==> config.mk <==
export PLATFORM = sky130hd
export DESIGN_NAME = pmrs_sequencer
export DESIGN_NICKNAME = d
export VERILOG_FILES = /design/src/pmrs_pkg.sv /design/src/pmrs_sequencer.sv /design/src/pmrs_pin_sync.sv
export SDC_FILE = /design/constraint.sdc
export NUM_CORES = 1
export LEC_CHECK = 0
export BUFFER_PORTS_ARGS = -buffer_cell sky130_fd_sc_hd__buf_2
export CORE_ASPECT_RATIO = 0.5
export CORE_UTILIZATION = 45
export DETAILED_ROUTE_END_ITERATION = 8
export PLACE_DENSITY = 0.76
export RECOVER_POWER = 50
export SYNTH_ARGS = -nofsm -noshare
export SYNTH_HDL_FRONTEND = slang
export SYNTH_HIERARCHICAL = 1
export SYNTH_SLANG_ARGS = --single-unit
==> constraint.sdc <==
create_clock -name clock -period 4.3 [get_ports clock]
set_input_delay 0.86 -clock clock [delete_from_list [all_inputs] [get_ports clock]]
set_output_delay 0.86 -clock clock [all_outputs]
set_load 0.02 [all_outputs]
==> src/pmrs_pkg.sv <==
// What this block does
// - mode pin low selects normal mode, high selects sleep mode.
// - power-up always lands in sleep until the host pulls mode pin low.
// - sleep to normal defaults control registers but keeps port-lock config.
// - first normal entry after power-up defaults everything, port-lock included.
// - reset-done reads 0 during transitions, then 1 with line b low.
// - writing 1 to reset-done clears it and releases line b high.
// - reset-done is unmaskable; mask bit 15 has no effect on line b.
// - in sleep no serial or capture port responds.
// - device stays inactive 26 ms after supply threshold is reached.
// - sleep to normal transition completes in under 40 ms.
// - two-wire port active after power-up or reset pin defaults; three select falls switch to SPI.
// - port-lock bit 1 set locks two-wire; select toggles then ignored.
// - any port-lock config write while SPI is active locks SPI.
// - locked choice survives mode changes; only power loss or reset pin clears.
// - signal processor idles after any reset until run register gets 0x0001.
// - reset pin acts only in normal mode.
// - reset pin low at least 10 us then released defaults all, then reset-done.
// - soft-reset bit 7 in normal mode defaults registers, keeps port-lock.
// - at soft-reset end bit clears itself, line b goes low, flag sets.
// - soft reset is ignored in sleep mode.
package pmrs_pkg;
  localparam int unsigned CLK_HZ = 125_000_000;
  localparam int unsigned HOLDOFF_MS = 26;
  localparam int unsigned WAKE_MAX_MS = 40;
  localparam int unsigned RST_MIN_US = 10;
  localparam int unsigned XFER_US = 100;
  localparam int unsigned HOLDOFF_CYC = HOLDOFF_MS * (CLK_HZ / 1000);
  localparam int unsigned WAKE_MAX_CYC = WAKE_MAX_MS * (CLK_HZ / 1000);
  localparam int unsigned RST_MIN_CYC = RST_MIN_US * (CLK_HZ / 1_000_000);
  localparam int unsigned XFER_CYC = XFER_US * (CLK_HZ / 1_000_000);
  localparam int unsigned FLAG_RESET_DONE_FLAG_POS = 15;
  localparam int unsigned MASK_RESET_DONE_FLAG_POS = 15;
  localparam int unsigned LOCK_TWI_POS = 1;
  localparam int unsigned SOFT_RESET_POS = 7;
  localparam logic [15:0] RUN_START = 16'h0001;
  localparam logic [7:0] PORT_LOCK_RST = 8'h00;
  localparam logic [15:0] MAIN_CFG_RST = 16'h0000;
  localparam logic [31:0] MASK_RST = 32'h0000_0000;
  localparam logic [15:0] RUN_RST = 16'h0000;
  localparam int unsigned SEL_FALLS_FOR_SPI = 3;
  typedef enum {
    PMRS_INACTIVE, PMRS_SLEEP, PMRS_WAKE, PMRS_NORMAL, PMRS_HW_RST,
    PMRS_SW_RST
  } pmrs_state_e;
endpackage

==> src/pmrs_sequencer.sv <==
`timescale 1ns/100ps
`default_nettype none
module pmrs_sequencer
  import pmrs_pkg::*;
#(
  parameter int unsigned HOLDOFF_CYCLES = HOLDOFF_CYC,
  parameter int unsigned WAKE_CYCLES = XFER_CYC
) (
  // clock and reset (reset stands for loss of power)
  input wire logic clock,
  input wire logic reset,
  // supply monitor
  input wire logic supply_ok,
  // pins from the host
  input wire logic mode_select_pin,
  input wire logic reset_pin_n,
  input wire logic select_pin_n,
  // register writes decoded by the serial port
  input wire logic flags_high_wr,
  input wire logic [31:0] flags_high_wdata,
  input wire logic port_lock_cfg_wr,
  input wire logic [7:0] port_lock_cfg_wdata,
  input wire logic main_cfg_wr,
  input wire logic [15:0] main_cfg_wdata,
  input wire logic mask_high_wr,
  input wire logic [31:0] mask_high_wdata,
  input wire logic run_wr,
  input wire logic [15:0] run_wdata,
  // register contents
  output logic [31:0] event_flags_high,
  output logic [7:0] port_lock_cfg,
  output logic [15:0] main_cfg,
  output logic [31:0] mask_high,
  output logic [15:0] run_reg,
  // status
  output logic event_request_line_b_n,
  output logic normal_power_mode,
  output logic sleep_power_mode,
  output logic ports_enabled,
  output logic spi_selected,
  output logic port_locked,
  output logic dsp_running,
  output logic regs_defaulting
);
  localparam int unsigned CW = 32;

  pmrs_state_e state_r;
  logic [CW-1:0] cnt_r;
  logic mode_lvl;
  logic rst_lvl;
  logic sel_lvl;
  logic sel_prev_r;
  logic [1:0] sel_falls_r;
  logic first_entry_done_r;
  logic done_pulse;
  logic defaults_all;
  logic defaults_ctl;
  logic reset_done_flag_r;
  logic wake_req;
  logic sel_fall;
  logic sw_req;
  logic clear_done;

  pmrs_pin_sync #(.INIT(1'b1)) u_mode_sync (
    .clock(clock),
    .reset(reset),
    .pin(mode_select_pin),
    .level(mode_lvl)
  );

  pmrs_pin_sync #(.INIT(1'b1)) u_rst_sync (
    .clock(clock),
    .reset(reset),
    .pin(reset_pin_n),
    .level(rst_lvl)
  );

  pmrs_pin_sync #(.INIT(1'b1)) u_sel_sync (
    .clock(clock),
    .reset(reset),
    .pin(select_pin_n),
    .level(sel_lvl)
  );

  assign wake_req = !mode_lvl;
  assign sw_req = main_cfg_wr && main_cfg_wdata[SOFT_RESET_POS];
  assign sel_fall = sel_prev_r && !sel_lvl;
  assign clear_done = flags_high_wr && flags_high_wdata[FLAG_RESET_DONE_FLAG_POS];

  // power state sequencing
  always_ff @(posedge clock) begin
    if (reset) begin
      state_r <= PMRS_INACTIVE;
      cnt_r <= '0;
    end else begin
      case (state_r)
        PMRS_INACTIVE: begin
          // hold-off counted from the supply threshold
          if (!supply_ok) begin
            cnt_r <= '0;
          end else if (cnt_r >= CW'(HOLDOFF_CYCLES - 1)) begin
            cnt_r <= '0;
            state_r <= PMRS_SLEEP;
          end else begin
            cnt_r <= cnt_r + 1'b1;
          end
        end
        PMRS_SLEEP: begin
          cnt_r <= '0;
          if (wake_req) begin
            state_r <= PMRS_WAKE;
          end
        end
        PMRS_WAKE: begin
          // wake-up length is far below the 40 ms limit
          if (cnt_r >= CW'(WAKE_CYCLES - 1)) begin
            cnt_r <= '0;
            state_r <= PMRS_NORMAL;
          end else begin
            cnt_r <= cnt_r + 1'b1;
          end
        end
        PMRS_NORMAL: begin
          cnt_r <= '0;
          if (!wake_req) begin
            state_r <= PMRS_SLEEP;
          end else if (!rst_lvl) begin
            state_r <= PMRS_HW_RST;
          end else if (sw_req) begin
            state_r <= PMRS_SW_RST;
          end
        end
        PMRS_HW_RST: begin
          // release only counts after the minimum low time
          if (!rst_lvl) begin
            if (cnt_r < CW'(RST_MIN_CYC)) begin
              cnt_r <= cnt_r + 1'b1;
            end
          end else if (cnt_r >= CW'(RST_MIN_CYC)) begin
            cnt_r <= '0;
            state_r <= PMRS_NORMAL;
          end else begin
            // too short a pulse: drop it; only run_reg was defaulted and reset-done cleared
            cnt_r <= '0;
            state_r <= PMRS_NORMAL;
          end
        end
        PMRS_SW_RST: begin
          if (cnt_r >= CW'(XFER_CYC - 1)) begin
            cnt_r <= '0;
            state_r <= PMRS_NORMAL;
          end else begin
            cnt_r <= cnt_r + 1'b1;
          end
        end
        default: begin
          state_r <= PMRS_INACTIVE;
          cnt_r <= '0;
        end
      endcase
    end
  end

  // end-of-transition strobe and which registers default
  always_comb begin
    done_pulse = 1'b0;
    defaults_all = 1'b0;
    defaults_ctl = 1'b0;
    case (state_r)
      PMRS_WAKE: begin
        done_pulse = (cnt_r >= CW'(WAKE_CYCLES - 1));
        defaults_ctl = done_pulse;
        defaults_all = done_pulse && !first_entry_done_r;
      end
      PMRS_HW_RST: begin
        done_pulse = rst_lvl && (cnt_r >= CW'(RST_MIN_CYC));
        defaults_all = done_pulse;
        defaults_ctl = done_pulse;
      end
      PMRS_SW_RST: begin
        done_pulse = (cnt_r >= CW'(XFER_CYC - 1));
        defaults_ctl = done_pulse;
      end
      default: begin
        done_pulse = 1'b0;
      end
    endcase
  end

  always_ff @(posedge clock) begin
    if (reset) begin
      first_entry_done_r <= 1'b0;
    end else if (done_pulse && state_r == PMRS_WAKE) begin
      first_entry_done_r <= 1'b1;
    end
  end

  // reset-done: set wins over a clear in the same cycle; cleared on entry
  always_ff @(posedge clock) begin
    if (reset) begin
      reset_done_flag_r <= 1'b0;
    end else if (done_pulse) begin
      reset_done_flag_r <= 1'b1;
    end else if (state_r == PMRS_WAKE || state_r == PMRS_HW_RST ||
                 state_r == PMRS_SW_RST) begin
      reset_done_flag_r <= 1'b0;
    end else if (clear_done && state_r == PMRS_NORMAL) begin
      reset_done_flag_r <= 1'b0;
    end
  end

  // line b ignores the mask bit for this event
  always_ff @(posedge clock) begin
    if (reset) begin
      event_request_line_b_n <= 1'b1;
    end else begin
      event_request_line_b_n <= !(reset_done_flag_r || done_pulse);
    end
  end

  // the other flag bits live elsewhere; this block owns only reset-done
  always_comb begin
    event_flags_high = 32'h0000_0000;
    event_flags_high[FLAG_RESET_DONE_FLAG_POS] = reset_done_flag_r;
  end

  // port-lock config survives everything except power-up and reset pin
  always_ff @(posedge clock) begin
    if (reset || defaults_all) begin
      port_lock_cfg <= PORT_LOCK_RST;
    end else if (port_lock_cfg_wr && state_r == PMRS_NORMAL) begin
      port_lock_cfg <= port_lock_cfg_wdata;
    end
  end

  // serial port choice
  always_ff @(posedge clock) begin
    if (reset || defaults_all) begin
      spi_selected <= 1'b0;
      port_locked <= 1'b0;
      sel_falls_r <= 2'h0;
      sel_prev_r <= 1'b1;
    end else begin
      sel_prev_r <= sel_lvl;
      if (state_r == PMRS_NORMAL && !port_locked) begin
        if (!spi_selected && port_lock_cfg_wr &&
            port_lock_cfg_wdata[LOCK_TWI_POS]) begin
          port_locked <= 1'b1;
        end else if (spi_selected && port_lock_cfg_wr) begin
          port_locked <= 1'b1;
        end else if (!spi_selected && sel_fall) begin
          if (sel_falls_r == 2'(SEL_FALLS_FOR_SPI - 1)) begin
            spi_selected <= 1'b1;
          end else begin
            sel_falls_r <= sel_falls_r + 2'h1;
          end
        end
      end
    end
  end

  // control registers, defaulted at the end of every wake, soft reset and full-length reset pin pulse
  always_ff @(posedge clock) begin
    if (reset || defaults_ctl) begin
      main_cfg <= MAIN_CFG_RST;
      mask_high <= MASK_RST;
    end else if (state_r == PMRS_NORMAL) begin
      if (main_cfg_wr) begin
        main_cfg <= main_cfg_wdata;
      end
      if (mask_high_wr) begin
        mask_high <= mask_high_wdata;
      end
    end
  end

  // processor idles until started after init
  always_ff @(posedge clock) begin
    if (reset || defaults_ctl || state_r != PMRS_NORMAL) begin
      run_reg <= RUN_RST;
    end else if (run_wr) begin
      run_reg <= run_wdata;
    end
  end

  assign dsp_running = (run_reg == RUN_START);
  assign normal_power_mode = (state_r == PMRS_NORMAL);
  assign sleep_power_mode = (state_r == PMRS_SLEEP) ||
                            (state_r == PMRS_INACTIVE);
  assign ports_enabled = (state_r == PMRS_NORMAL);
  assign regs_defaulting = defaults_ctl;
endmodule // pmrs_sequencer
`default_nettype wire

==> src/pmrs_pin_sync.sv <==
`timescale 1ns/100ps
`default_nettype none
// three-stage pin synchroniser; output changes once stages two and three agree
module pmrs_pin_sync #(
  parameter logic INIT = 1'b1
) (
  // clock and reset
  input wire logic clock,
  input wire logic reset,
  // pin and clean level
  input wire logic pin,
  output logic level
);
  logic s1_r;
  logic s2_r;
  logic s3_r;

  always_ff @(posedge clock) begin
    if (reset) begin
      s1_r <= INIT;
      s2_r <= INIT;
      s3_r <= INIT;
    end else begin
      s1_r <= pin;
      s2_r <= s1_r;
      s3_r <= s2_r;
    end
  end

  always_ff @(posedge clock) begin
    if (reset) begin
      level <= INIT;
    end else if (s2_r == s3_r) begin
      level <= s3_r;
    end
  end
endmodule // pmrs_pin_sync
`default_nettype wire

==> impl_metrics.ini <==
[finish]
nNetsFinal = 939
antennaDiodeCount = 0
stdcell_area_um2 = 6760
syn2layout_area_growth_pct = 23.7
fin_util_pct = 57.2
n_fill_cell = 1131
drive_above_1_share_pct = 15.6
top_regs = cnt_r x32, mask_high x32

[clocking]
cts_made_buffers = 17
clock_latency_ns = 0.40
cts_hold_buf = 0
clock-root-buffer = clkbuf_16
cts_tree = built
clock-sinks = 127
htreeDepth = 4
clk_pin_slew_ns = 0.06
cts-resized-gates = 0
cts_setup_buffers = 0
ctsLongestPathBuffers = 2

[status]
outcome = finished clean

[synthesis]
synth_compound_area_share_pct = 13.2
ys_async_sr_fraction_pct = 0
synthTopCellsByCount = nand2_1, dfxtp_1, a21oi_1
yosysMostFrequentCell = nand2_1
synth_cell_types = 51
netlist_top_cells_area = dfxtp_1, nand2_1, a21oi_1, buf_4, nor2_1
synth.area.mux_share_pct = 2.93
synth_fa_ha_area_share_pct = 0.688
syn-cell-area_um2 = 5460
synth_top_family_by_area = simple AND/OR/NAND/NOR gates
syn_inst = 673
synth.top_cell.area_share_pct = 46.6
synth_area_per_cell_um2 = 8.11
yosysTopAreaCell = dfxtp_1
synth_seq_cells = 127
ys_warn_count = 6
synth_ff_type = dfxtp_1
ys_seq_area_share_pct = 46.6
synth-simple-area-share_pct = 25.1
synth-edff-count = 0
synth_xor_area_share_pct = 3.37

[die]
coreArea_um2 = 11800
dieArea_um2 = 12600
die-width_um = 158
io_pins = 227
start_util_pct = 46.2
die_h_um = 79.9
num_rows = 28

[sta]
tightest_slew_ns = 1.10
fin_ws_ns = 0.930
setup_viol = 0
grt_setup_unrepaired = false
skew_ns = 0.0112
hold_viol = 0
relSlewSlack_pct = 26.4
fin_crit_ns = 3.37
timing.fmax_ghz = 0.297
slew_viol_final = 0
period_share_pct = 78.4
finalSetupTns_ns = 0

[global_routing]
grt_pass1_wl_um = 20100
grt_pass1_vias = 4560
grt_max_degree = 49
grt_use_total_pct = 19.9
overflow = 0
grt_antenna_before_repair = 0

[placed_design]
port_buffers = 164
hpwlAfterDp_um = 8970
dpl_cell_area_um2 = 6230
post-place-ws_ns = 1.38
gp_congestion = 0.833

[route]
dr.pass1.iters = 5
drc = 0
wire_per_inst_um = 12.7
drt_wl_total_um = 12700
drt-initial-drc-count = 325
vias = 5035
ant_nets = 0
viasPerCell = 5.04

[critical_path]
worstSetupStartpoint = cnt_r[1]
rrSetupSlack_ns = 1.66
critPathKind = reg2out
r2r_end = cnt_r[26]
cp-endpoint = regs_defaulting
cp.required_ns = 3.44
critPathArrivalTime_ns = 2.51
cp-start-kind = flip-flop
path_max_fanout = 5
r2r-start = cnt_r[24]
endpoint_kind = primary output
rr_worst_depth = 6

[power_and_ir_drop]
ir_drop_mv = 0.353
finalPower_mw = 2.76
p_leak_nw = 2.48
power_density_nw_per_um2 = 408

[job]
max_cap_violations = 0

[min_path]
hold_path_class = reg2reg
-- cell type report --
type / count / area (um2) / area share, %
clock buffer: 19 / 453 / 6.70
clock inverter: 13 / 164 / 2.43
inverter: 13 / 48.8 / 0.722
multi-input combinational: 495 / 2590 / 38.4
sequential: 127 / 2540 / 37.6
tap: 165 / 206 / 3.06
timing repair buffer: 167 / 747 / 11.1
-- power by group --
part | internal, mW | switching [mW]
sequential | 1.18 | 0.00275
clock | 0.943 | 0.528
combinational | 0.0389 | 0.0609
total | 2.16 | 0.592
-- per-stage QoR --
| step | hold slack, ns | std cells |
|---|---|---|
| after floorplan | 0.385 | 703 |
| after global placement | 0.391 | 967 |
| after detailed placement | 0.394 | 967 |
| after CTS | 0.406 | 999 |
| after global routing | 0.422 | 999 |
| final | 0.405 | 999 |
-- cells by family (layout without fill, tap and decap cells) --
family	count (synthesis)	count (layout)
xor gates and xnor gates	21	21
muxes	16	16
and+or+nand+nor	300	300
other	1	31
DFF	127	127
AOI/OAI and AO/OA	124	124
buffers and inverters	81	212
adders and majority gates	3	3
-- worst min-delay path by stage --
stage	from	slack (ns)	depth (start not counted)	to
finish	u_mode_sync/s1_r	0.40	1	u_mode_sync/s2_r
global route	u_rst_sync/s1_r	0.42	1	u_rst_sync/s2_r
CTS	u_mode_sync/s1_r	0.41	1	u_mode_sync/s2_r
detailed placement	u_mode_sync/s1_r	0.39	1	u_mode_sync/s2_r
global placement	u_mode_sync/s1_r	0.39	1	u_mode_sync/s2_r
floorplan	u_mode_sync/s1_r	0.39	1	u_mode_sync/s2_r
-- placed cells by master, fill, tap and decap left out, types with 17 or more instances in the layout --
master / count
buf_2: 87
clkbuf_16: 17
nand2_1: 138
conb_1: 31
nand3_1: 19
a21oi_1: 78
clkbuf_1: 77
dfxtp_1: 127
xnor2_1: 18
nor2_1: 64
-- worst max-delay path, stage by stage, from the launching register on --
cell and delay [ns]:
dfxtp_1 0.35, or4_4 0.57, o21ai_1 0.14, a21oi_1 0.10, o311ai_1 0.40, o21ai_0 0.30
buf_2 0.24
-- layer usage --
metal	wire, um	up-vias	track usage, %
met3	612	17	4.61
met5	0	-	0
met1	5440	2353	21.8
met2	6460	134	37.0
met4	167	0	8.45
li1	-	2531	-
(Power assumes the default switching activity.)
